## src/tcs_defines.vh

```
// register offsets, field positions and reset values of the clock-source prescaler
// assumes inclusion by bare name from design files
`ifndef TCS_DEFINES_VH
`define TCS_DEFINES_VH

`define TCS_ADDR_W 4
`define TCS_OFF_CTRL 4'h0
`define TCS_OFF_SMCFG 4'h1
`define TCS_OFF_PSC 4'h2
`define TCS_OFF_CAR 4'h3
`define TCS_OFF_CNT 4'h4
`define TCS_OFF_EVG 4'h5
`define TCS_OFF_STAT 4'h6

`define TCS_CTRL_RUN 0
`define TCS_CTRL_POL_LSB 1
`define TCS_SMCFG_SMS_LSB 0
`define TCS_SMCFG_TSS_LSB 4
`define TCS_SMCFG_ECM1 14
`define TCS_SMCFG_FLT_LSB 8
`define TCS_EVG_UPG 0

`define TCS_SMS_INTERNAL 3'h0
`define TCS_SMS_EXTCLK0 3'h7
`define TCS_TSS_CI0_EDGE 3'h4
`define TCS_TSS_CI0_FILT 3'h5
`define TCS_TSS_CI1_FILT 3'h6
`define TCS_TSS_ETI 3'h7
`define TCS_SMS_TRIG_LO 3'h1
`define TCS_SMS_TRIG_HI 3'h3

`define TCS_RST_PSC 16'h0000
`define TCS_RST_CAR 16'hffff

`endif

```

## src/tcs_clock_prescaler.v

```verilog
// clock-source selection, prescaler and 16-bit up counter of a general timer
// assumes one clock (timer clock), synchronous active-low reset, pins asynchronous
//
// The address map and the plain strobed port are this design's own decisions.
`timescale 1ns/10ps
`include "tcs_defines.vh"

module tcs_clock_prescaler
#(
  parameter FLT_MAX = 4'hf
)
(
  input wire clk,
  input wire rst_n,
  input wire [`TCS_ADDR_W-1:0] addr,
  input wire [31:0] wrData,
  input wire wrStb,
  input wire rdStb,
  output reg [31:0] rdData,
  input wire [1:0] channelInputPins,
  input wire [3:0] internalTriggerInputs,
  input wire externalTriggerInput,
  output wire prescaledCountClock,
  output wire updateEvent,
  output reg [15:0] counter
);

  // ---------------------------------------------------------------
  // registers
  // ---------------------------------------------------------------
  reg counterRunBit;
  reg [2:0] slaveModeSelect;
  reg [2:0] triggerSourceSelect;
  reg extClockMode1Bit;
  reg [3:0] etiFilter;
  reg [15:0] prescaleValue;
  reg [15:0] reloadValue;
  reg [15:0] activePrescale;
  reg [15:0] activeReload;
  reg [15:0] prescaleCount;
  reg [1:0] chPolarity;
  wire updateGen;

  assign updateGen = wrStb && (addr == `TCS_OFF_EVG) && wrData[`TCS_EVG_UPG];

  always @(posedge clk)
  begin
    if (!rst_n)
    begin
      counterRunBit <= 1'b0;
      slaveModeSelect <= 3'h0;
      triggerSourceSelect <= 3'h0;
      extClockMode1Bit <= 1'b0;
      etiFilter <= 4'h0;
      chPolarity <= 2'h0;
      prescaleValue <= `TCS_RST_PSC;
      reloadValue <= `TCS_RST_CAR;
    end
    else if (wrStb)
    begin
      case (addr)
        `TCS_OFF_CTRL:
        begin
          counterRunBit <= wrData[`TCS_CTRL_RUN];
          chPolarity <= wrData[`TCS_CTRL_POL_LSB+:2];
        end
        `TCS_OFF_SMCFG:
        begin
          slaveModeSelect <= wrData[`TCS_SMCFG_SMS_LSB+:3];
          triggerSourceSelect <= wrData[`TCS_SMCFG_TSS_LSB+:3];
          extClockMode1Bit <= wrData[`TCS_SMCFG_ECM1];
          etiFilter <= wrData[`TCS_SMCFG_FLT_LSB+:4];
        end
        // prescale and reload land in buffer copies only
        `TCS_OFF_PSC: prescaleValue <= wrData[15:0];
        `TCS_OFF_CAR: reloadValue <= wrData[15:0];
        default: ;
      endcase
    end
  end

  // ---------------------------------------------------------------
  // input synchronisers
  // ---------------------------------------------------------------
  reg [6:0] syncA;
  reg [6:0] syncB;
  reg [6:0] syncC;
  reg [6:0] stable;
  wire [6:0] rawIn;
  assign rawIn = {externalTriggerInput, internalTriggerInputs, channelInputPins};

  always @(posedge clk)
  begin
    if (!rst_n)
    begin
      syncA <= 7'h00;
      syncB <= 7'h00;
      syncC <= 7'h00;
      stable <= 7'h00;
    end
    else
    begin
      syncA <= rawIn;
      syncB <= syncA;
      syncC <= syncB;
      // a new level counts once the last two stages agree
      stable <= (syncB & syncC) | (stable & (syncB | syncC));
    end
  end

  // ---------------------------------------------------------------
  // external trigger sampling filter
  // ---------------------------------------------------------------
  reg [3:0] fltCount;
  reg etiFiltered;
  reg etiPrev;
  reg [5:0] srcPrev;

  always @(posedge clk)
  begin
    if (!rst_n)
    begin
      fltCount <= 4'h0;
      etiFiltered <= 1'b0;
    end
    else if (stable[6] == etiFiltered)
      fltCount <= 4'h0;
    // a change must hold for filter length plus one cycles
    else if (fltCount >= etiFilter || fltCount == FLT_MAX)
    begin
      etiFiltered <= stable[6];
      fltCount <= 4'h0;
    end
    else
      fltCount <= fltCount + 4'h1;
  end

  // ---------------------------------------------------------------
  // edge detectors
  // ---------------------------------------------------------------
  // previous levels reset to the idle low level, so no false edge after reset
  always @(posedge clk)
  begin
    if (!rst_n)
    begin
      etiPrev <= 1'b0;
      srcPrev <= 6'h00;
    end
    else
    begin
      etiPrev <= etiFiltered;
      srcPrev <= stable[5:0];
    end
  end

  wire etiRise;
  wire [3:0] itiRise;
  wire ci0Any;
  wire [1:0] ciPol;
  assign etiRise = etiFiltered & ~etiPrev;
  assign itiRise = stable[5:2] & ~srcPrev[5:2];
  assign ci0Any = stable[0] ^ srcPrev[0];
  // polarity 0 rising, 1 falling
  assign ciPol = (stable[1:0] ^ chPolarity) & ~(srcPrev[1:0] ^ chPolarity);

  // ---------------------------------------------------------------
  // trigger source decode
  // ---------------------------------------------------------------
  reg trgTick;
  wire modeExtClk0;
  wire modeTrigger;
  wire modeInternal;

  // slave modes 1 to 3 follow the same trigger clock path as mode 7
  assign modeExtClk0 = (slaveModeSelect == `TCS_SMS_EXTCLK0);
  assign modeTrigger = (slaveModeSelect >= `TCS_SMS_TRIG_LO) && (slaveModeSelect <= `TCS_SMS_TRIG_HI);
  assign modeInternal = !modeExtClk0 && !modeTrigger;

  // source 4 counts both edges of channel 0
  always @*
  begin
    trgTick = 1'b0;
    case (triggerSourceSelect)
      `TCS_TSS_CI0_EDGE: trgTick = ci0Any;
      `TCS_TSS_CI0_FILT: trgTick = ciPol[0];
      `TCS_TSS_CI1_FILT: trgTick = ciPol[1];
      `TCS_TSS_ETI: trgTick = etiRise;
      default: trgTick = itiRise[triggerSourceSelect[1:0]];
    endcase
  end

  // ---------------------------------------------------------------
  // clock source selection
  // ---------------------------------------------------------------
  reg srcTick;

  // external clock mode 1 overrides the slave mode
  always @*
  begin
    srcTick = 1'b1;
    if (extClockMode1Bit)
      srcTick = etiRise;
    else if (modeInternal)
      srcTick = 1'b1;
    else
      srcTick = trgTick;
  end

  // ---------------------------------------------------------------
  // counting clock and update event
  // ---------------------------------------------------------------
  wire overflow;
  wire divEnd;

  // the divider ends its cycle when its count meets the active value
  assign divEnd = (prescaleCount == activePrescale);
  assign prescaledCountClock = counterRunBit && srcTick && divEnd;
  assign overflow = prescaledCountClock && (counter == activeReload);
  assign updateEvent = overflow || updateGen;

  // ---------------------------------------------------------------
  // prescaler and active copies
  // ---------------------------------------------------------------
  // an update restarts the divider so a new factor starts from zero
  always @(posedge clk)
  begin
    if (!rst_n)
    begin
      prescaleCount <= 16'h0000;
      activePrescale <= `TCS_RST_PSC;
      activeReload <= `TCS_RST_CAR;
    end
    else if (updateEvent)
    begin
      activePrescale <= prescaleValue;
      activeReload <= reloadValue;
      prescaleCount <= 16'h0000;
    end
    else if (counterRunBit && srcTick)
    begin
      if (divEnd)
        prescaleCount <= 16'h0000;
      else
        prescaleCount <= prescaleCount + 16'h0001;
    end
  end

  // ---------------------------------------------------------------
  // counter
  // ---------------------------------------------------------------
  // software update and overflow both restart from zero
  always @(posedge clk)
  begin
    if (!rst_n)
      counter <= 16'h0000;
    else if (updateEvent)
      counter <= 16'h0000;
    else if (prescaledCountClock)
      counter <= counter + 16'h0001;
  end

  // ---------------------------------------------------------------
  // read port
  // ---------------------------------------------------------------
  always @(posedge clk)
  begin
    if (!rst_n)
      rdData <= 32'h00000000;
    else if (rdStb)
    begin
      case (addr)
        `TCS_OFF_CTRL: rdData <= {29'h0, chPolarity, counterRunBit};
        `TCS_OFF_SMCFG: rdData <= {17'h0, extClockMode1Bit, 2'h0, etiFilter, 1'b0, triggerSourceSelect,
                                   1'b0, slaveModeSelect};
        `TCS_OFF_PSC: rdData <= {16'h0, prescaleValue};
        `TCS_OFF_CAR: rdData <= {16'h0, reloadValue};
        `TCS_OFF_CNT: rdData <= {16'h0, counter};
        `TCS_OFF_STAT: rdData <= {16'h0, activePrescale};
        // write-only and unmapped indices read as zero
        default: rdData <= 32'h00000000;
      endcase
    end
    else
      rdData <= 32'h00000000;
  end

endmodule

```

## config.mk

```make
export PLATFORM = sky130hd
export DESIGN_NAME = tcs_clock_prescaler
export DESIGN_NICKNAME = d
export VERILOG_FILES = /design/src/tcs_clock_prescaler.v
export VERILOG_INCLUDE_DIRS = /design/src /design/src/src
export SDC_FILE = /design/constraint.sdc
export NUM_CORES = 1
export LEC_CHECK = 0
export ABC_CLOCK_PERIOD_IN_PS = 2100
export BUFFER_PORTS_ARGS = -buffer_cell sky130_fd_sc_hd__buf_4
export CAP_MARGIN = 10
export CORE_MARGIN = 8
export CORE_UTILIZATION = 52
export DETAILED_ROUTE_END_ITERATION = 8
export GPL_TIMING_DRIVEN = 1
export PLACE_DENSITY = 0.74
export SLEW_MARGIN = 25
export SYNTH_ARGS = -nofsm -noshare
export SYNTH_HDL_FRONTEND = slang
export SYNTH_SLANG_ARGS = --single-unit
```

## constraint.sdc

```tcl
create_clock -name clk -period 2.1 [get_ports clk]
set_input_delay 0.105 -clock clk [delete_from_list [all_inputs] [get_ports clk]]
set_output_delay 0.105 -clock clk [all_outputs]
set_load 0.01 [all_outputs]
```

==> results.txt, run 1 <==
----------------------------------------------------
[Status]
  Result of the run ... finished with violations
  Violations in the final reports ... setup timing

[Routing]
  Total via count in the routed design ... about 7000
  Per-cell routed wire length ... 20.21 um
  1st-iter DRT viols ... a little under 900
  DRT antenna net count ... 0
  Sum of routed wire length over all layers ... between 20000 and 25000 um
  Routed via count divided by cell count ... 6.168
  First-pass iteration count of the detailed router ... 6
  DRC violations left ... 0

[Clock network]
  Root cell of the clock tree ... sky130_fd_sc_hd__clkbuf_16
  Number of buffers inserted during clock tree synthesis ... 17
  Maximum clock path buffer count ... 2
  CTS tree ... built
  Deepest level of the CTS H-tree ... 4
  Clk_lat worst skew ... ~0.44 ns
  Sinks on Clock Net ... ~170
  Register clock-pin slew on the reported worst setup and hold paths ... approximately 0.070 ns

[Final layout]
  Final net count ... 1035
  Share of post-route cells with drive strength above 1 ... 0.2988
  Count of placed standard cells in the final layout, fillers left out ... between 1000 and 1500
  Count of inserted antenna diode cells ... 0
  Layout overhead on the synthesized area ... 38.77%

[Timing]
  Worst clock skew on the final layout ... between 0.009 and 0.01 ns
  Setup WS post-layout ... -0.3959 ns
  Worst slew margin relative to its limit ... 0.5365
  Peak clock frequency supported by timing ... 400.7 MHz
  Worst Max-Slew Pin Slew ... between 0.6 and 0.7 ns
  Number of pins with negative max-slew slack in the final report ... 0
  Total count of hold-check failures in the final report ... 0
  Number of setup violations in the final report ... 65
  Fin crit period ... 2.496 ns
  Accumulated negative setup slack ... -15.68 ns
  Setup repair after global routing missed its margin ... true
  Final clock period utilization by the worst path ... 1.189

[Power]
  Clock share of power ... 0.463
  Leak ... ~3.7 nW
  Power per cell area ... approximately 670 nW/um2
  Relative contribution of combinational cells to total power ... 0.054
  Sequential power share ... 0.484
  Internal power contribution ... about 0.0051 W
  Largest vdd supply drop ... slightly below 0.0007 V
  Net switching power figure ... 0.001584 W
  Net Sw Frac ... 0.2385

[Die]
  Die boundary width ... 132.8 um
  Die outline height ... about 130 um
  Number of rows in the core area ... between 40 and 50
  Total die area ... 17650 um2
  Initial core utilization ... 0.5340
  Area of the placeable core ... 13300 um2
  Total I/O pin count ... 97

[Global route]
  Overflow after GRT ... 0
  GR peak layer ... met2
  Met3 capacity usage during global routing ... 0.06851
  Global-route usage over all layers ... 0.2595
  Antenna violations before repair ... 0
  First-pass GRT wire length ... between 30000 and 40000 um
  Number of global-route vias before repair ... about 7000
  Maximum number of pins on one net before global-route repair ... 36
  Met1 Use GR ... 0.3134
  Global Route met2 Usage ... 0.4126

[Logic synthesis]
  Part of the Yosys area used for sequential elements ... 0.4681
  Synthesis warning total ... 0
  Asr flop ratio synth ... 0
  Synthesized instance count ... around 830
  Count of distinct cell types in the synthesized netlist ... 53
  Cell area after synthesis ... 7099 um2
  Main synth FF type ... sky130_fd_sc_hd__dfxtp_1
  Number of synthesized register bits ... approximately 170
  Number of flops mapped to enable cells by yosys ... 0
  Syn_area_per_cell ... 8.574 um2

[Worst hold path]
  Hold path depth ... 3
  Min-Delay Path Class ... in2reg

[Critical path]
  Startpoint kind of the worst setup timing path ... register
  Slowest stage cell, crit path ... sky130_fd_sc_hd__or4_4
  Start-to-end type of the worst setup path ... reg2reg
  Critical path data arrival time ... approximately 2.9 ns
  R2R depth ... 9
  Required time of the critical path ... around 2.5 ns
  Biggest cell delay along the critical path ... 0.48 ns
  Cell Chain, Critical Path ... inv_2 > o32a_1 > a2111oi_4 > buf_4 > o211ai_4 > buf_12 > buf_16 > or4_4 > a21oi_2
  Largest fanout of any net on the critical path ... 4
  Kind of end point of the critical path ... register

[Placement]
  Inst Count DP ... approximately 1100
  Global placement routability congestion ... around 0.94
  Worst slack after detailed placement ... -0.1850 ns
  Port bufs ... 64
  DPL Wire Length ... about 15000 um

[Job]
  Max cap viols ... 0

----------------------------------------------------
-- kinds of logic after synthesis --
logic type	synth area share
simple gates	0.2226
buf+inv	0.05129
other cells	0.0005282
mux	0.002820
flops	0.4681
fa+ha+maj	0.01234
compound gates	0.1844
xor+xnor	0.05798
-- layout make-up --
cell class	count	area, um2
clock buffer	21	460.4
clock inverter	11	116.4
fill	903	3443
inverter	13	48.80
multi-input combinational	598	3963
sequential	166	3331
tap	176	220.2
timing repair buffer	185	1713
-- per-layer routing --
| layer | share of wire | wire length, um |
|---|---|---|
| met1 | 0.38 | 9074 |
| met2 | 0.47 | 11210 |
| met3 | 0.094 | 2226 |
| met4 | 0.048 | 1136 |
| met5 | 0 | 0 |
-- metrics by stage --
stage                     instance area (um2)    util  power [W]  hold slack, ns
after floorplan                          7198       -   0.003438          0.2290
after global placement                   8198  0.6166   0.003548          0.3147
after detailed placement                 8198  0.6166   0.003555          0.3169
after CTS                                9502  0.7147   0.006617         0.05417
after global routing                     9852  0.7410   0.006806         0.06910
final                                    9852  0.7410   0.006643         0.07087
-- Yosys cell counts, types with 4 or more instances --
| cell type | n | area, um2 |
|---|---|---|
| sky130_fd_sc_hd__dfxtp_1 | 166 | 3323 |
| sky130_fd_sc_hd__nand2_1 | 105 | 394.1 |
| sky130_fd_sc_hd__nand3_1 | 94 | 470.5 |
| sky130_fd_sc_hd__a21oi_1 | 87 | 435.4 |
| sky130_fd_sc_hd__o21ai_0 | 49 | 245.2 |
| sky130_fd_sc_hd__clkbuf_1 | 44 | 165.2 |
| sky130_fd_sc_hd__xnor2_1 | 33 | 289.0 |
| sky130_fd_sc_hd__and2_1 | 30 | 187.7 |
| sky130_fd_sc_hd__a22oi_1 | 27 | 202.7 |
| sky130_fd_sc_hd__nor2_1 | 23 | 86.33 |
| sky130_fd_sc_hd__buf_4 | 16 | 120.1 |
| sky130_fd_sc_hd__xor2_1 | 14 | 122.6 |
| sky130_fd_sc_hd__inv_1 | 12 | 45.04 |
| sky130_fd_sc_hd__nand4_1 | 12 | 75.07 |
| sky130_fd_sc_hd__o31ai_1 | 12 | 90.09 |
| sky130_fd_sc_hd__or4_1 | 12 | 90.09 |
| sky130_fd_sc_hd__a222oi_1 | 8 | 80.08 |
| sky130_fd_sc_hd__and3_1 | 7 | 43.79 |
| sky130_fd_sc_hd__ha_1 | 7 | 87.58 |
| sky130_fd_sc_hd__buf_2 | 6 | 30.03 |
| sky130_fd_sc_hd__nand2b_1 | 6 | 37.54 |
| sky130_fd_sc_hd__nor3_1 | 6 | 30.03 |
| sky130_fd_sc_hd__a31oi_1 | 4 | 25.02 |
| sky130_fd_sc_hd__o2111ai_1 | 4 | 35.03 |
| sky130_fd_sc_hd__or3_1 | 4 | 25.02 |
-- worst max-delay path, delay by kind of cell (launching register included) --
family	cells	cell delay, ns
AO/OA/AOI/OAI	4	1.07
buffers and inverters	4	0.55
flip-flops	1	0.33
AND/OR/NAND/NOR	1	0.48
-- state kept, by name, indices dropped and copies added, names as in the netlist, 4 cells and up --
register,count
reloadValue,16
prescaleCount,16
etiFilter,4
syncA,7
syncC,7
syncB,7
rdData,16
activePrescale,16
srcPrev,6
activeReload,16
counter,16
stable,7
prescaleValue,16
fltCount,4
-- placed cells by master (no fill, tap or decap), drive strengths merged, types with 2 or more instances in the layout --
cell,instances
dfxtp,166
buf,161
nand2,105
nand3,94
a21oi,89
o21ai,51
xnor2,33
and2,30
a22oi,27
dlygate4sd3,23
nor2,23
clkbuf,22
inv,18
conb,16
xor2,14
or4,14
nand4,12
o31ai,12
a222oi,8
and3,7
ha,7
nand2b,6
nor3,6
clkinvlp,5
o2111ai,5
or3,4
a31oi,4
nor4,4
nor2b,3
nand3b,2
and4,2
mux2i,2
a21o,2
or3b,2
o211ai,2
-- worst paths after layout --
check / start / end / slack (ns)
min reg2reg: syncA[4] / syncB[4] / 0.43
max reg2reg: stable[2] / counter[11] / -0.40
min: wrStb / triggerSourceSelect[1] / 0.07
max: stable[2] / counter[11] / -0.40
-- power groups by stage --
stage / Combinational, W / Clock (W) / Sequential, W
floorplan: 0.000166 / 0 / 0.00327
global placement: 0.000270 / 0 / 0.00328
detailed placement: 0.000276 / 0 / 0.00328
CTS: 0.000326 / 0.00308 / 0.00321
global route: 0.000379 / 0.00321 / 0.00321
finish: 0.000356 / 0.00307 / 0.00321
-- repair_timing --
action / 4_1_cts / 5_1_grt
setup buffers: 15 / 5
gates resized for setup: 92 / 76
hold buffers: 23 / 0
cloned: 5 / 1
hold endpoints to repair: 53 / 0
setup endpoints to repair: 66 / 66
pin swaps: 49 / 34
No activity file was read; power rests on OpenSTA's default activity.
==> inputs of run 2 (changes only) <==
- CORE_MARGIN: 8 -> unset
- SKIP_CTS_REPAIR_TIMING: unset -> 1
==> results.txt, run 2 (synthesis gave the netlist of run 1 again) <==
----------------------------------------------------
[Routing]
  1st-iter DRT viols ... 924 (was 886)
  Total via count in the routed design ... 6977 (was 7216)
  Sum of routed wire length over all layers ... 21710 um (was 23650 um)
  DRC violations left ... 0 (unchanged)
  Per-cell routed wire length ... 18.54 um (was 20.21 um)
  First-pass iteration count of the detailed router ... 8 (was 6)
  Routed via count divided by cell count ... 5.958 (was 6.168)
  DRT antenna net count ... 0 (unchanged)

[Global route]
  Number of global-route vias before repair ... 6261 (was 6905)
  Maximum number of pins on one net before global-route repair ... 38 (was 36)
  Overflow after GRT ... 0 (unchanged)
  Global-route usage over all layers ... 0.3007 (was 0.2595)
  Antenna violations before repair ... 0 (unchanged)
  First-pass GRT wire length ... 32790 um (was 36850 um)

[Die]
  Area of the placeable core ... 13300 um2 (unchanged)
  Total die area ... 14120 um2 (was 17650 um2)
  Total I/O pin count ... 97 (unchanged)
  Die outline height ... 118.8 um (was 132.8 um)
  Initial core utilization ... 0.5340 (unchanged)
  Number of rows in the core area ... 42 (unchanged)
  Die boundary width ... 118.8 um (was 132.8 um)

[Critical path]
  Required time of the critical path ... 2.00 ns (was 2.47 ns)
  Startpoint kind of the worst setup timing path ... register (unchanged)
  Critical path data arrival time ... 2.38 ns (was 2.86 ns)
  Biggest cell delay along the critical path ... 0.42 ns (was 0.48 ns)
  Start-to-end type of the worst setup path ... reg2out (was reg2reg)
  Slowest stage cell, crit path ... sky130_fd_sc_hd__a311o_1 (was sky130_fd_sc_hd__or4_4)
  Largest fanout of any net on the critical path ... 8 (was 4)
  Cell Chain, Critical Path ... buf_6 > a31oi_4 > o2bb2ai_2 > a311o_1 > buf_4 > o211ai_4 > buf_12 > buf_6 > inv_2 > buf_6 (was inv_2 > o32a_1 > a2111oi_4 > buf_4 > o211ai_4 > buf_12 > buf_16 > or4_4 > a21oi_2)
  Most common cell on crit path ... sky130_fd_sc_hd__buf_6
  Kind of end point of the critical path ... output pin (was register)

[Final layout]
  Final net count ... 1036 (was 1035)
  Utilization of the core after routing ... 0.7127 (was 0.7410)
  Most common library cell in the layout ignoring fill and taps ... sky130_fd_sc_hd__dfxtp_1 (unchanged)
  Count of placed standard cells in the final layout, fillers left out ... 1171 (was 1170)
  Filler Cell Count ... 993 (was 903)
  Count of inserted antenna diode cells ... 0 (unchanged)
  Leading cell types in the layout, fill and taps excluded ... sky130_fd_sc_hd__dfxtp_1 (162), sky130_fd_sc_hd__buf_4 (145), sky130_fd_sc_hd__nand2_1 (104), sky130_fd_sc_hd__nand3_1 (93), sky130_fd_sc_hd__a21oi_1 (71) (was sky130_fd_sc_hd__dfxtp_1 (162), sky130_fd_sc_hd__buf_4 (133), sky130_fd_sc_hd__nand2_1 (105), sky130_fd_sc_hd__nand3_1 (92), sky130_fd_sc_hd__a21oi_1 (66))
  Layout overhead on the synthesized area ... 33.47% (was 38.77%)
  Share of post-route cells with drive strength above 1 ... 0.2553 (was 0.2988)

[Power]
  Post-layout total power ... 0.006655 W (was 0.006643 W)
  Power per cell area ... 702.3 nW/um2 (was 674.3 nW/um2)
  Leak ... 3.638 nW (was 3.688 nW)
  Largest vdd supply drop ... 0.0006500 V (was 0.0006851 V)

[Clock network]
  Root cell of the clock tree ... sky130_fd_sc_hd__clkbuf_16 (unchanged)
  CTS tree ... built (unchanged)
  Register clock-pin slew on the reported worst setup and hold paths ... 0.07 ns (about the same)
  Number of buffers inserted during clock tree synthesis ... 17 (unchanged)
  Clk_lat worst skew ... 0.45 ns (was 0.44 ns)
  Sinks on Clock Net ... 166 (unchanged)
  Deepest level of the CTS H-tree ... 4 (unchanged)
  Maximum clock path buffer count ... 2 (unchanged)

[Timing]
  Worst clock skew on the final layout ... 0.008925 ns (was 0.009291 ns)
  Setup repair after global routing missed its margin ... true (unchanged)
  Number of setup violations in the final report ... 64 (was 65)
  Worst Max-Slew Pin Slew ... 0.6536 ns (was 0.6953 ns)
  Fin crit period ... 2.482 ns (was 2.496 ns)
  Worst slew margin relative to its limit ... 0.5643 (was 0.5365)
  Peak clock frequency supported by timing ... 402.9 MHz (was 400.7 MHz)
  Post-route worst hold slack ... 0.04984 ns (was 0.07087 ns)
  Number of pins with negative max-slew slack in the final report ... 0 (unchanged)
  Final clock period utilization by the worst path ... 1.182 (was 1.189)
  Setup WS post-layout ... -0.3823 ns (was -0.3959 ns)
  Total count of hold-check failures in the final report ... 0 (unchanged)

[Worst hold path]
  Min-Delay Path Class ... in2reg (unchanged)

[Placement]
  Worst slack after detailed placement ... -0.1475 ns (was -0.1850 ns)
  Port bufs ... 64 (unchanged)
  DPL Wire Length ... 14580 um (was 15090 um)
  Global placement routability congestion ... 0.9467 (was 0.9383)
  Inst Count DP ... 1092 (was 1093)

[Status]
  Result of the run ... finished with violations (unchanged)
  Violations in the final reports ... setup timing (unchanged)

[Job]
  Max cap viols ... 0 (unchanged)

----------------------------------------------------
-- run 2: cell count changes in the layout (fill, tap and decap cells not counted), sizes merged --
cell	delta
clkinvlp	-4
clkinv	+3
inv	+3
clkbuf	-1
-- run 2: layout make-up --
class / count / area [um2] / area share
timing repair buffer: 186 / 1597 / 0.1685
inverter: 13 / 48.80 / 0.005150
clock buffer: 19 / 452.9 / 0.04780
multi-input combinational: 598 / 3691 / 0.3895
clock inverter: 13 / 135.1 / 0.01426
tap: 176 / 220.2 / 0.02324
sequential: 166 / 3331 / 0.3515
-- run 2: worst paths after layout --
check,slack (ns),endpoint,depth (start not counted),startpoint
worst max register to register,-0.36,counter[10],9,chPolarity[1]
worst min-delay path,0.05,activeReload[9],2,rst_n
worst max-delay path,-0.38,prescaledCountClock,10,triggerSourceSelect[0]
worst min register to register,0.43,syncB[3],1,syncA[3]
-- run 2: power breakdown --
part / internal [W] / leakage, nW / switching (W)
clock network: 0.00173 / 0.290 / 0.00138
logic: 0.000143 / 2.00 / 0.000190
registers: 0.00318 / 1.35 / 0.0000264
total: 0.00506 / 3.64 / 0.00159
-- run 2: per-stage QoR --
step,area [um2],setup TNS (ns)
after floorplan,7198,-0.2747
after global placement,8190,-1.303
after detailed placement,8190,-3.668
after CTS,8778,-6.397
after global routing,9475,-16.39
final,9475,-11.47
-- run 2: worst max-delay path, delay by kind of cell, from the launching register on --
| kind | cells | cell delay (ns) |
|---|---|---|
| AOI/OAI and AO/OA | 4 | 0.86 |
| buffers and inverters | 6 | 0.68 |
| DFF | 1 | 0.37 |
-- run 2: metal layers --
metal	part of all wire	vias up	GRT usage
met4	0.035	0	0.1448
met2	0.47	371	0.4722
li1	-	3240	-
met1	0.40	3297	0.3870
met5	0	-	0
met3	0.089	69	0.07423
